### config.mk
export PLATFORM = sky130hd
export DESIGN_NAME = vot_top
export DESIGN_NICKNAME = d
export VERILOG_FILES = /design/src/logic/vot_raster.v /design/src/logic/vot_top.v
export VERILOG_INCLUDE_DIRS = /design/src /design/src/logic
export SDC_FILE = /design/constraint.sdc
export NUM_CORES = 1
export LEC_CHECK = 0
export BUFFER_PORTS_ARGS = -buffer_cell sky130_fd_sc_hd__buf_2
export CORE_MARGIN = 2
export CORE_UTILIZATION = 40
export CTS_CLUSTER_SIZE = 30
export DETAILED_ROUTE_END_ITERATION = 10
export HOLD_SLACK_MARGIN = 0.03
export SKIP_CTS_REPAIR_TIMING = 1
export SYNTH_ARGS = -nofsm -noshare
export SYNTH_HDL_FRONTEND = slang
export SYNTH_SLANG_ARGS = --single-unit
### constraint.sdc
create_clock -name aclk -period 3.4 [get_ports aclk]
set_input_delay 0.68 -clock aclk [delete_from_list [all_inputs] [get_ports aclk]]
set_output_delay 0.68 -clock aclk [all_outputs]
set_load 0.02 [all_outputs]
### src/logic/vot_defines.vh
// Constants for the video output timing and test block: register offsets, field positions, reset values.
// Assumes a 32-bit AXI4-Lite slave; bit numbering follows the usual LSB-is-bit-0 convention.
`ifndef VOT_DEFINES_VH
`define VOT_DEFINES_VH
`define VOT_ADDR_W 12
`define VOT_OFS_HTOT 12'h15C
`define VOT_OFS_HSYNC 12'h160
`define VOT_OFS_VTOT 12'h164
`define VOT_OFS_VRET 12'h168
`define VOT_OFS_HRET 12'h16C
`define VOT_OFS_CBG 12'h170
`define VOT_OFS_CFG 12'h174
`define VOT_OFS_TVC 12'h178
`define VOT_OFS_TST 12'h17C
`define VOT_OFS_STAT 12'h180
`define VOT_OFS_SIG 12'h184
`define VOT_OFS_CNT 12'h188
`define VOT_HRET_LEN 5'h10
`define VOT_SEED 16'hFFFF
`define VOT_SIG_POLY 16'h1021
`define VOT_RESP_OKAY 2'b00
`define VOT_RESP_SLVERR 2'b10
// Masks of writable bits per register.
`define VOT_MASK_HPAIR 32'h07FF07FF
`define VOT_MASK_VPAIR 32'h03FF03FF
`define VOT_MASK_HRET 32'h000007FF
`define VOT_MASK_COLOR 32'h00FFFFFF
`define VOT_MASK_TVC 32'h0FFFFFFF
`define VOT_MASK_TST 32'h001F7FFF
// Field positions in the test control register, counted from the least significant bit.
`define VOT_TST_ARM 20
`define VOT_TST_PRESET 19
`define VOT_TST_CHECK 18
`define VOT_TST_DIR 14
`define VOT_TST_TEST 4
`define VOT_TST_TVV 3
`define VOT_TST_TVH 2
`define VOT_TST_BAR 1
`define VOT_TST_GRAY 0
`define VOT_STRM_MAX 3'h4
`define VOT_CSEL_DISP 6'h0D
`define VOT_CSEL_TV 6'h0E
`endif

### src/logic/vot_raster.v
// Display raster counters, sync, retrace and display enable generation.
// Assumes a synchronous, active-low reset and one clock at pixel rate.
`timescale 1ns/1ns
`default_nettype none
`include "vot_defines.vh"
module vot_raster (
  input wire aclk,
  input wire aresetn,
  input wire [10:0] h_total,
  input wire [10:0] h_disp_end,
  input wire [10:0] hsync_start,
  input wire [10:0] hsync_end,
  input wire [10:0] hret_start,
  input wire [9:0] v_total,
  input wire [9:0] v_disp_end,
  input wire [9:0] vret_start,
  input wire [9:0] vret_end,
  output reg [10:0] h_count,
  output reg [9:0] v_count,
  output reg hsync,
  output reg hretrace,
  output reg vretrace,
  output reg disp_en
);
  reg [4:0] hret_cnt;
  wire line_end = (h_count >= h_total);
  wire [10:0] next_h = line_end ? 11'h000 : h_count + 11'h001;
  wire [9:0] next_v = line_end ? ((v_count >= v_total) ? 10'h000 : v_count + 10'h001) : v_count;
  always @(posedge aclk) begin
    if (!aresetn) begin
      h_count <= 11'h000;
      v_count <= 10'h000;
      hsync <= 1'b0;
      hretrace <= 1'b0;
      hret_cnt <= 5'h00;
      vretrace <= 1'b0;
      disp_en <= 1'b0;
    end else begin
      h_count <= next_h;
      v_count <= next_v;
      if (next_h == hsync_start) begin
        hsync <= 1'b1;
      end else if (next_h == hsync_end) begin
        hsync <= 1'b0;
      end
      // A running pulse is never restarted, so its width stays 16 clocks whatever the registers hold.
      if (hretrace) begin
        if (hret_cnt != 5'h00) begin
          hret_cnt <= hret_cnt - 5'h01;
        end else begin
          hretrace <= 1'b0;
        end
      end else if (next_h == hret_start) begin
        hretrace <= 1'b1;
        hret_cnt <= `VOT_HRET_LEN - 5'h01;
      end
      if (next_v == vret_start) begin
        vretrace <= 1'b1;
      end else if (next_v == vret_end) begin
        vretrace <= 1'b0;
      end
      disp_en <= (next_h < h_disp_end) && (next_v < v_disp_end);
    end
  end
endmodule // vot_raster
`default_nettype wire

### src/logic/vot_top.v
// Video output timing and test block with its AXI4-Lite register file.
// Assumes one pixel-rate clock; stream counters and state machines live elsewhere and arrive as inputs.
`timescale 1ns/1ns
`default_nettype none
`include "vot_defines.vh"
module vot_top (
  input wire aclk,
  input wire aresetn,
  input wire [11:0] s_axi_awaddr,
  input wire s_axi_awvalid,
  output reg s_axi_awready,
  input wire [31:0] s_axi_wdata,
  input wire [3:0] s_axi_wstrb,
  input wire s_axi_wvalid,
  output reg s_axi_wready,
  output reg [1:0] s_axi_bresp,
  output reg s_axi_bvalid,
  input wire s_axi_bready,
  input wire [11:0] s_axi_araddr,
  input wire s_axi_arvalid,
  output reg s_axi_arready,
  output reg [31:0] s_axi_rdata,
  output reg [1:0] s_axi_rresp,
  output reg s_axi_rvalid,
  input wire s_axi_rready,
  input wire [7:0] pix_red,
  input wire [7:0] pix_green,
  input wire [7:0] pix_blue,
  input wire [7:0] tv_composite,
  input wire [7:0] tv_luma,
  input wire [7:0] tv_chroma,
  input wire [29:0] ext_counter,
  input wire [4:0] stream_state0,
  input wire [4:0] stream_state1,
  input wire [4:0] stream_state2,
  input wire [4:0] stream_state3,
  input wire [4:0] stream_state4,
  input wire [9:0] tv_h_count,
  input wire [9:0] tv_v_count,
  output reg hsync,
  output reg hretrace,
  output reg vretrace,
  output reg disp_en,
  output reg [23:0] cursor_bg,
  output reg [23:0] cursor_fg,
  output reg [3:0] test_output_select,
  output reg tv_encoder_on,
  output reg svideo_on,
  output reg [1:0] tv_system,
  output reg [7:0] tv_raster_width,
  output reg [7:0] tv_raster_height,
  output reg tv_h_test_on,
  output reg tv_v_test_on,
  output reg video_pin_direction,
  output reg test_mode,
  output reg color_bar_on,
  output reg gray_level_on,
  output reg [7:0] out_red,
  output reg [7:0] out_green,
  output reg [7:0] out_blue
);
  reg [31:0] r_htot, r_hsync, r_vtot, r_vret, r_hret, r_cbg, r_cfg, r_tvc, r_tst;
  reg [15:0] signature;
  reg sig_busy;
  reg arm_q;
  reg aw_held, w_held;
  reg [11:0] aw_addr;
  reg [31:0] w_data;
  reg [3:0] w_strb;
  wire [10:0] h_count;
  wire [9:0] v_count;
  wire r_hsync_w, r_hret_w, r_vret_w, r_den_w;

  // Register fields are numbered here from bit 0 at the least significant end.
  // Byte-lane merge limited to the register's writable bits.
  function [31:0] merge;
    input [31:0] old;
    input [31:0] data;
    input [3:0] strb;
    input [31:0] mask;
    reg [31:0] lanes;
    begin
      lanes = {{8{strb[3]}}, {8{strb[2]}}, {8{strb[1]}}, {8{strb[0]}}} & mask;
      merge = (old & ~lanes) | (data & lanes);
    end
  endfunction

  function mapped;
    input [11:0] a;
    begin
      mapped = (a[1:0] == 2'b00) && (a >= `VOT_OFS_HTOT) && (a <= `VOT_OFS_CNT);
    end
  endfunction

  // Cursor colours leave with blue in the top byte and red in the bottom byte.
  function [23:0] color_swap;
    input [31:0] c;
    begin
      color_swap = {c[7:0], c[15:8], c[23:16]};
    end
  endfunction

  vot_raster u_raster (
    .aclk(aclk),
    .aresetn(aresetn),
    .h_total(r_htot[26:16]),
    .h_disp_end(r_htot[10:0]),
    .hsync_start(r_hsync[26:16]),
    .hsync_end(r_hsync[10:0]),
    .hret_start(r_hret[10:0]),
    .v_total(r_vtot[25:16]),
    .v_disp_end(r_vtot[9:0]),
    .vret_start(r_vret[25:16]),
    .vret_end(r_vret[9:0]),
    .h_count(h_count),
    .v_count(v_count),
    .hsync(r_hsync_w),
    .hretrace(r_hret_w),
    .vretrace(r_vret_w),
    .disp_en(r_den_w)
  );

  // Write channel: address and data are taken independently, the response follows both.
  wire do_write = aw_held && w_held && !s_axi_bvalid;
  always @(posedge aclk) begin
    if (!aresetn) begin
      aw_held <= 1'b0;
      w_held <= 1'b0;
      aw_addr <= 12'h000;
      w_data <= 32'h00000000;
      w_strb <= 4'h0;
      s_axi_awready <= 1'b0;
      s_axi_wready <= 1'b0;
      s_axi_bvalid <= 1'b0;
      s_axi_bresp <= `VOT_RESP_OKAY;
      r_htot <= 32'h00000000;
      r_hsync <= 32'h00000000;
      r_vtot <= 32'h00000000;
      r_vret <= 32'h00000000;
      r_hret <= 32'h00000000;
      r_cbg <= 32'h00000000;
      r_cfg <= 32'h00000000;
      r_tvc <= 32'h00000000;
      r_tst <= 32'h00000000;
    end else begin
      s_axi_awready <= !aw_held && !s_axi_awready;
      s_axi_wready <= !w_held && !s_axi_wready;
      if (s_axi_awvalid && s_axi_awready) begin
        aw_held <= 1'b1;
        aw_addr <= s_axi_awaddr;
        s_axi_awready <= 1'b0;
      end
      if (s_axi_wvalid && s_axi_wready) begin
        w_held <= 1'b1;
        w_data <= s_axi_wdata;
        w_strb <= s_axi_wstrb;
        s_axi_wready <= 1'b0;
      end
      if (s_axi_bvalid && s_axi_bready) begin
        s_axi_bvalid <= 1'b0;
      end
      if (do_write) begin
        aw_held <= 1'b0;
        w_held <= 1'b0;
        s_axi_bvalid <= 1'b1;
        s_axi_bresp <= mapped(aw_addr) ? `VOT_RESP_OKAY : `VOT_RESP_SLVERR;
        case (aw_addr)
          `VOT_OFS_HTOT: r_htot <= merge(r_htot, w_data, w_strb, `VOT_MASK_HPAIR);
          `VOT_OFS_HSYNC: r_hsync <= merge(r_hsync, w_data, w_strb, `VOT_MASK_HPAIR);
          `VOT_OFS_VTOT: r_vtot <= merge(r_vtot, w_data, w_strb, `VOT_MASK_VPAIR);
          `VOT_OFS_VRET: r_vret <= merge(r_vret, w_data, w_strb, `VOT_MASK_VPAIR);
          `VOT_OFS_HRET: r_hret <= merge(r_hret, w_data, w_strb, `VOT_MASK_HRET);
          `VOT_OFS_CBG: r_cbg <= merge(r_cbg, w_data, w_strb, `VOT_MASK_COLOR);
          `VOT_OFS_CFG: r_cfg <= merge(r_cfg, w_data, w_strb, `VOT_MASK_COLOR);
          `VOT_OFS_TVC: r_tvc <= merge(r_tvc, w_data, w_strb, `VOT_MASK_TVC);
          `VOT_OFS_TST: r_tst <= merge(r_tst, w_data, w_strb, `VOT_MASK_TST);
          default: ;
        endcase
      end
    end
  end

  // Counter observation; only the display raster count is held here, the TV raster count and the others come from outside.
  reg [29:0] count_view;
  reg [4:0] state_view;
  always @* begin
    case (r_tst[13:8])
      `VOT_CSEL_DISP: count_view = {9'h000, h_count, v_count};
      `VOT_CSEL_TV: count_view = {10'h000, tv_h_count, tv_v_count};
      default: count_view = ext_counter;
    endcase
    case (r_tst[7:5])
      3'h0: state_view = stream_state0;
      3'h1: state_view = stream_state1;
      3'h2: state_view = stream_state2;
      3'h3: state_view = stream_state3;
      3'h4: state_view = stream_state4;
      default: state_view = 5'h00;
    endcase
  end

  reg [31:0] rd_word;
  always @* begin
    case (s_axi_araddr)
      `VOT_OFS_HTOT: rd_word = r_htot;
      `VOT_OFS_HSYNC: rd_word = r_hsync;
      `VOT_OFS_VTOT: rd_word = r_vtot;
      `VOT_OFS_VRET: rd_word = r_vret;
      `VOT_OFS_HRET: rd_word = r_hret;
      `VOT_OFS_CBG: rd_word = r_cbg;
      `VOT_OFS_CFG: rd_word = r_cfg;
      `VOT_OFS_TVC: rd_word = r_tvc;
      `VOT_OFS_TST: rd_word = r_tst;
      `VOT_OFS_STAT: rd_word = {22'h000000, disp_en, sig_busy, vretrace, hretrace, hsync, state_view};
      `VOT_OFS_SIG: rd_word = {16'h0000, signature};
      `VOT_OFS_CNT: rd_word = r_tst[`VOT_TST_TEST] ? {2'b00, count_view} : 32'h00000000;
      default: rd_word = 32'h00000000;
    endcase
  end

  // Read data is captured at the address handshake, so a write still in flight shows only on a later read.
  always @(posedge aclk) begin
    if (!aresetn) begin
      s_axi_arready <= 1'b0;
      s_axi_rvalid <= 1'b0;
      s_axi_rdata <= 32'h00000000;
      s_axi_rresp <= `VOT_RESP_OKAY;
    end else begin
      s_axi_arready <= !s_axi_rvalid && !s_axi_arready;
      if (s_axi_arvalid && s_axi_arready) begin
        s_axi_arready <= 1'b0;
        s_axi_rvalid <= 1'b1;
        s_axi_rdata <= rd_word;
        s_axi_rresp <= mapped(s_axi_araddr) ? `VOT_RESP_OKAY : `VOT_RESP_SLVERR;
      end else if (s_axi_rvalid && s_axi_rready) begin
        s_axi_rvalid <= 1'b0;
      end
    end
  end

  // Signature analyser: one CRC step per displayed pixel while armed.
  // Busy stays up until the arm bit is cleared, so software decides how many fields are folded in.
  // The seed is loaded on reset and on the arming edge unless the preset bit is set; short of reset, disarming and arming again with it clear is the only restart.
  reg [7:0] sig_in;
  always @* begin
    case (r_tst[17:16])
      2'b01: sig_in = r_tvc[19] ? tv_composite : pix_red;
      2'b10: sig_in = r_tvc[19] ? tv_luma : pix_green;
      2'b11: sig_in = r_tvc[19] ? tv_chroma : pix_blue;
      default: sig_in = 8'h00;
    endcase
  end
  wire [15:0] sig_shift = {signature[14:0], 1'b0} ^ (signature[15] ? `VOT_SIG_POLY : 16'h0000);
  always @(posedge aclk) begin
    if (!aresetn) begin
      signature <= `VOT_SEED;
      sig_busy <= 1'b0;
      arm_q <= 1'b0;
    end else begin
      arm_q <= r_tst[`VOT_TST_ARM];
      if (!r_tst[`VOT_TST_ARM]) begin
        sig_busy <= 1'b0;
      end else if (!arm_q) begin
        sig_busy <= 1'b1;
        if (!r_tst[`VOT_TST_PRESET]) begin
          signature <= `VOT_SEED;
        end
      end
      if (sig_busy && r_den_w) begin
        signature <= sig_shift ^ {8'h00, sig_in};
      end
    end
  end

  // Test patterns: colour bars change every 128 pixels (h_count bits 9:7), gray ramps with the pixel count.
  wire [2:0] bar = h_count[9:7];
  always @(posedge aclk) begin
    if (!aresetn) begin
      hsync <= 1'b0;
      hretrace <= 1'b0;
      vretrace <= 1'b0;
      disp_en <= 1'b0;
      cursor_bg <= 24'h000000;
      cursor_fg <= 24'h000000;
      test_output_select <= 4'h0;
      tv_encoder_on <= 1'b0;
      svideo_on <= 1'b0;
      tv_system <= 2'b00;
      tv_raster_width <= 8'h00;
      tv_raster_height <= 8'h00;
      tv_h_test_on <= 1'b0;
      tv_v_test_on <= 1'b0;
      video_pin_direction <= 1'b0;
      test_mode <= 1'b0;
      color_bar_on <= 1'b0;
      gray_level_on <= 1'b0;
      out_red <= 8'h00;
      out_green <= 8'h00;
      out_blue <= 8'h00;
    end else begin
      hsync <= r_hsync_w;
      hretrace <= r_hret_w;
      vretrace <= r_vret_w;
      disp_en <= r_den_w;
      cursor_bg <= color_swap(r_cbg);
      cursor_fg <= color_swap(r_cfg);
      if (r_tvc[24]) begin
        test_output_select <= {r_tvc[24], r_tvc[25], r_tvc[26], r_tvc[27]};
      end else begin
        test_output_select <= 4'h0;
      end
      tv_encoder_on <= r_tvc[19];
      svideo_on <= r_tvc[19] & r_tvc[18];
      tv_system <= r_tvc[17:16];
      tv_h_test_on <= r_tst[`VOT_TST_TVH];
      tv_v_test_on <= r_tst[`VOT_TST_TVV];
      tv_raster_width <= r_tst[`VOT_TST_TVH] ? r_tvc[15:8] : 8'h00;
      tv_raster_height <= r_tst[`VOT_TST_TVV] ? r_tvc[7:0] : 8'h00;
      video_pin_direction <= r_tst[`VOT_TST_DIR];
      test_mode <= r_tst[`VOT_TST_TEST];
      color_bar_on <= r_tst[`VOT_TST_BAR];
      gray_level_on <= r_tst[`VOT_TST_GRAY];
      if (!r_den_w) begin
        out_red <= 8'h00;
        out_green <= 8'h00;
        out_blue <= 8'h00;
      end else if (r_tst[`VOT_TST_BAR]) begin
        out_red <= {8{~bar[1]}};
        out_green <= {8{~bar[2]}};
        out_blue <= {8{~bar[0]}};
      end else if (r_tst[`VOT_TST_GRAY]) begin
        out_red <= h_count[7:0];
        out_green <= h_count[7:0];
        out_blue <= h_count[7:0];
      end else begin
        out_red <= pix_red;
        out_green <= pix_green;
        out_blue <= pix_blue;
      end
    end
  end
endmodule // vot_top
`default_nettype wire

== After elaboration in Yosys (flattened, before gate mapping) ==
Cells that the tools add are included.

* Flip-flop bits (word level): 533
* Input bits: 190
* Output and inout bits: 147
* Logic and storage cells: 232

* Add/subtract/negate cells: 3
* Order comparisons: 8
* Equality and inequality tests: 38
* Muxes and demuxes: 39
* Bitwise operators: 37
* Reductions and logical operators: 53

{| class="wikitable"
|+ Operator list
! kind !! number
|-
| 32-bit one-hot mux with 12 select lines || 1
|-
| 32-bit bitwise AND || 9
|-
| 32-bit OR || 9
|-
| 12-bit by 9-bit equality test with 1-bit output, second input constant || 21
|-
| 8-bit 2-to-1 mux || 9
|-
| 16-bit 2-to-1 mux || 4
|-
| 30-bit one-hot mux with 2 select lines || 1
|-
| 11-bit equality test || 3
|-
| 32-bit by 11-bit bitwise AND with 32-bit output || 1
|-
| 32-bit by 21-bit bitwise AND with 32-bit output || 1
|-
| 32-bit by 24-bit bitwise AND with 32-bit output || 1
|-
| 32-bit by 26-bit bitwise AND with 32-bit output || 1
|-
| 32-bit by 27-bit bitwise AND with 32-bit output || 1
|-
| 32-bit by 28-bit bitwise AND with 32-bit output || 1
|-
| 11-bit NOT with 32-bit output || 1
|-
| 21-bit NOT with 32-bit output || 1
|-
| 24-bit NOT with 32-bit output || 1
|-
| 26-bit NOT with 32-bit output || 1
|-
| 27-bit NOT with 32-bit output || 1
|-
| 28-bit NOT with 32-bit output || 1
|-
| 30-bit 2-to-1 mux || 1
|-
| 2-bit AND reduction || 15
|-
| 5-bit one-hot mux with 5 select lines || 1
|-
| 12-bit by 9-bit >= comparator with 1-bit output, second input constant || 2
|-
| 37 further kinds || 90
|}

== Longest topological paths before layout ==
* Depth after elaboration: 6
* Gate-level depth with buffers: 19
* Depth with buffers taken out: 15

== Hierarchy ==
A second synthesis with hierarchy kept.

* Cells, all modules: 2,386
* Area total of the unflattened synthesis: 20,198.1 um^2

{| class="wikitable"
|+ Modules (own cells, without submodules)
! module !! instances !! cells an instance !! area each (um^2) !! sequential area each (um^2)
|-
| vot_top || 1 || 1,946 || 16,864.9 || 7,967.6
|-
| vot_raster || 1 || 440 || 3,333.2 || 600.6
|}

== Worst setup path after synthesis ==
Ideal clock, no wire load.

* Path kind: register to register
* Start point: register u_raster.h_count[0]
* End point: register u_raster.disp_en
* Setup time: 60 ps
* Arrival time: 3,646 ps
* Data required time: 3,340 ps
* Setup slack: -306 ps
* Cell stages (with the launch flop): 20
* Buffers on the path: 5
* Period minus slack after synthesis: 3,706 ps
* Cells stage by stage: dfxtp_1 > clkbuf_1 > inv_1 > ha_1 > nand2b_1 > a2111oi_4 > o41ai_4 > or2_1 > buf_4 > buf_2 > clkbuf_1 > clkbuf_1 > nor2_1 > ha_1 > a21o_1 > a21o_1 > a21oi_1 > o21ai_0 > nand3_1 > and3_1

* Cells in the longest elaborated chain, start to end: 4
* Elaborated cells on any way between the ends: 7
* Those cells by class: 1 x add/sub; 3 x order compare; 2 x mux; 1 x reduce/logical

{| class="wikitable"
|+ RTL lines
! element !! line !! source
|-
| start: declaration || vot_raster.v:18 || <nowiki>output reg [10:0] h_count,</nowiki>
|-
| start signal: assignment || vot_raster.v:39 || <nowiki>h_count <= next_h;</nowiki>
|-
| 11-bit by 1-bit adder with 11-bit output or 11-bit >= comparator (tied branches) || vot_raster.v:27, vot_raster.v:26 ||
|-
| 11-bit 2-to-1 mux * || vot_raster.v:27 || <nowiki>wire [10:0] next_h = line_end ? 11'h000 : h_count + 11'h001;</nowiki>
|-
| via u_raster.next_h[3] || vot_raster.v:27 ||
|-
| 11-bit < comparator * || vot_raster.v:62 || <nowiki>disp_en <= (next_h < h_disp_end) && (next_v < v_disp_end);</nowiki>
|-
| 1-bit logical AND * || vot_raster.v:62 ||
|-
| end signal: assignment || vot_raster.v:62 ||
|-
| end: declaration || vot_raster.v:23 || <nowiki>output reg disp_en</nowiki>
|}

The timed path passes the listed nets; every way through them passes the cells marked *.
A chain may end at the register's enable or synchronous reset.

==> impl_metrics.sql <==
INSERT INTO impl_metrics (metric_group, metric, value, unit) VALUES
('sta', 'final-hold-violation-count', '0', ''),
('floorplan', 'die-width', '224', 'um'),
('sta', 'fin_skew', '0.0532', 'ns'),
('route', 'wire_per_inst', '24.1', 'um'),
('route', 'routed_via_density', '5.81', ''),
('global_routing', 'number_of_antenna_violations_at_the_first_check_in_global_routing', '1', ''),
('sta', 'finalMaxSlewViolations', '0', ''),
('yosys', 'yosys_warnings', '0', ''),
('sta', 'timing_worst_slew_pin_value', '1.21', 'ns'),
('route', 'antenna_violating_nets_post_route', '0', ''),
('clocking', 'latest_clock_arrival_within_the_worst_skew_pair', '0.62', 'ns'),
('clocking', 'clkTransAtPathRegs', '0.06', 'ns'),
('yosys', 'postSynthAreaPerCell', '8.17', 'sq um'),
('yosys', 'postSynthCellCount', '2373', ''),
('yosys', 'ys_dominant_reg_cell', 'sky130_fd_sc_hd__dfxtp_1', ''),
('layout', 'nets', '2912', ''),
('sta', 'setup-tns-final', '0', 'ns'),
('clocking', 'clock_sink_count', '428', ''),
('floorplan', 'placement_row_count', '80', ''),
('route', 'drt_iter0_markers', '2264', ''),
('sta', 'final.min_clock_period', '3.22', 'ns'),
('place', 'placement.io_buffers', '328', ''),
('yosys', 'synth_sequential_area_ratio', '0.442', ''),
('yosys', 'yosys_register_bits', '428', ''),
('clocking', 'cts_tree', 'built', ''),
('layout', 'layout-area-overhead-vs-synth', '22.1', '%'),
('route', 'detail_route.drc_violations', '0', ''),
('floorplan', 'fp.coreArea', '47700', 'sq um'),
('min_path', 'worstHoldStart', 's_axi_wdata[14]', ''),
('worst_setup_path', 'critPathCaptureType', 'register', ''),
('place', 'detailed_place_hpwl', '60100', 'um'),
('place', 'finalWeightedCongestion', '0.979', ''),
('clocking', 'numCtsBuffers', '47', ''),
('layout', 'drive_gt1_frac', '0.212', ''),
('sta', 'grt_setup_unrepaired', 'no', ''),
('global_routing', 'pin_count_of_the_biggest_net_entering_global_routing', '131', ''),
('min_path', 'hold_path_end', 'w_data[14]', ''),
('route', 'via_count', '19369', ''),
('power_and_ir_drop', 'p_leak', '9.25', 'nW'),
('sta', 'layout_worst_path_cycle_share', '0.946', ''),
('worst_setup_path', 'r2r_slack', '0.18', 'ns'),
('yosys', 'synthDistinctLibCells', '73', ''),
('sta', 'fmaxAchievable', '311', 'MHz'),
('power_and_ir_drop', 'worst_ir_drop_vdd', '0.434', 'mV'),
('worst_setup_path', 'worstPathArrival', '3.70', 'ns'),
('yosys', 'post_synth_instance_area', '19400', 'sq um'),
('global_routing', 'first_pass_grt_wire_length', '115000', 'um'),
('layout', 'most-common-layout-cells', 'sky130_fd_sc_hd__nand2_1, sky130_fd_sc_hd__dfxtp_1, sky130_fd_sc_hd__a21oi_1, sky130_fd_sc_hd__buf_2, sky130_fd_sc_hd__buf_4', ''),
('sta', 'timing.slew.headroom', '0.191', ''),
('floorplan', 'floorplan.die_area', '50200', 'sq um'),
('min_path', 'hold_class', 'in2reg', ''),
('clocking', 'htreeDepth', '2', ''),
('worst_setup_path', 'worstPathRequired', '3.88', 'ns'),
('floorplan', 'top_level_ports', '337', ''),
('worst_setup_path', 'worst-r2r-cell-count', '13', ''),
('floorplan', 'initial_utilization', '0.406', ''),
('worst_setup_path', 'timing.critical_path.from_type', 'register', ''),
('sta', 'setup-violations-final', '0', ''),
('yosys', 'synth_enable_flop_cells', '0', ''),
('power_and_ir_drop', 'power.density_cell_area', '479', 'nW/um^2'),
('worst_setup_path', 'crit_path_max_fanout', '24', ''),
('global_routing', 'track_usage', '0.309', ''),
('layout', 'fillcell_total', '4646', ''),
('worst_setup_path', 'r2r-end', 'u_raster.hret_cnt[3]', ''),
('clocking', 'clock_tree.root_cell', 'sky130_fd_sc_hd__clkbuf_16', ''),
('global_routing', 'via_count_of_the_first_global_routing_pass', '17982', ''),
('run_status', 'run_status', 'complete, no violations', ''),
('floorplan', 'die-height', '224', 'um'),
('worst_setup_path', 'worst-setup-path-type', 'reg2reg', ''),
('route', 'drt-pass1-iter-count', '9', ''),
('layout', 'layout_commonest_cell', 'sky130_fd_sc_hd__nand2_1', ''),
('min_path', 'hold-path-cell-count', '3', ''),
('clocking', 'ctsLongestPathBuffers', '3', ''),
('sta', 'final.hold.worst_slack', '0.314', 'ns'),
('route', 'routed_wirelength', '80200', 'um'),
('yosys', 'synth_async_sr_flop_share', '0', ''),
('global_routing', 'overflow', '0', ''),
('sta', 'worst_setup_slack_final', '0.185', 'ns'),
('flow_run', 'drv.max_cap_violation_count', '0', ''),
('place', 'place_ws', '0.0641', 'ns');
[worst max path at each step]
stage,start,end
3_3_place_gp,register,u_raster.disp_en
2_1_floorplan,u_raster.h_count[0],u_raster.disp_en
3_5_place_dp,register,u_raster.hret_cnt[3]
4_1_cts,register,u_raster.hret_cnt[3]
6_report,register,u_raster.hret_cnt[3]
5_1_grt,register,u_raster.disp_en
[synthesized netlist by cell type, drive strengths merged, types with 24 or more instances]
cell	instances	area share
nand2	535	0.10
dfxtp	428	0.44
a21oi	330	0.086
clkbuf	150	0.029
and2	95	0.031
nor2	91	0.018
o21ai	58	0.015
a22oi	54	0.021
inv	53	0.010
nand3	53	0.014
ha	44	0.028
a221oi	43	0.019
and3	33	0.011
nand2b	33	0.011
mux2	32	0.019
xnor2	32	0.015
nor3	31	0.0091
xor2	27	0.012
buf	26	0.0070
mux2i	25	0.013
a31oi	24	0.0077
[worst max-delay path: stages (launching register included)]
cell                       delay, ns
sky130_fd_sc_hd__dfxtp_1        0.37
sky130_fd_sc_hd__inv_1          0.12
sky130_fd_sc_hd__ha_1           0.32
sky130_fd_sc_hd__nand4_1        0.19
sky130_fd_sc_hd__o41ai_4        0.42
sky130_fd_sc_hd__or2_4          0.23
sky130_fd_sc_hd__buf_4          0.28
sky130_fd_sc_hd__a21oi_1        0.09
sky130_fd_sc_hd__o32ai_2        0.34
sky130_fd_sc_hd__buf_4          0.19
sky130_fd_sc_hd__nand4b_4       0.14
sky130_fd_sc_hd__nand2_2        0.13
sky130_fd_sc_hd__a21oi_2        0.06
sky130_fd_sc_hd__a311oi_2       0.23
[cells by family (layout without fill, tap and decap cells)]
| logic type | count (synthesis) | after routing | synth area share |
|---|---|---|---|
| simple gates | 931 | 931 | 0.219 |
| flops | 428 | 428 | 0.442 |
| compound gates | 616 | 616 | 0.196 |
| mux | 63 | 63 | 0.0385 |
| fa+ha+maj | 44 | 44 | 0.0284 |
| xor+xnor | 61 | 61 | 0.0294 |
| other cells | 1 | 5 | 0.000193 |
| buf+inv | 229 | 569 | 0.0466 |
[cell type report]
| type | count | area (sq um) | share of cell area |
|---|---|---|---|
| Tap cell | 615 | 769 | 0.0325 |
| Antenna cell | 1 | 2.50 | 0.000106 |
| Timing Repair Buffer | 429 | 2440 | 0.103 |
| Inverter | 53 | 204 | 0.00861 |
| Clock buffer | 68 | 1410 | 0.0593 |
| Clock inverter | 19 | 308 | 0.0130 |
| Multi-Input combinational cell | 1719 | 9980 | 0.422 |
| Sequential cell | 428 | 8570 | 0.362 |
[per-layer routing]
layer / global-route usage / routed length [um] / up-vias
li1: - / - / 8887
met1: 0.412 / 32900 / 9197
met2: 0.485 / 35500 / 1100
met3: 0.0609 / 7900 / 185
met4: 0.137 / 3870 / 0
met5: 0 / 0 / -
[where the power goes]
part | internal (W) | switching, W | leakage, nW | total [W]
Clock | 0.00335 | 0.00222 | 0.835 | 0.00558
Combinational | 0.000214 | 0.000362 | 4.95 | 0.000576
Sequential | 0.00508 | 0.000118 | 3.46 | 0.00520
[through the flow]
step	total power [W]	instance area (sq um)	utilization	instances
after detailed placement	0.00587	21900	0.459	3243
after global routing	0.0116	23700	0.496	3331
final	0.0113	23700	0.496	3332
after floorplan	0.00555	19400	-	2376
after global placement	0.00586	21900	0.459	3243
after CTS	0.0114	23600	0.495	3330
Note: power is estimated with default switching activity, not from simulation.
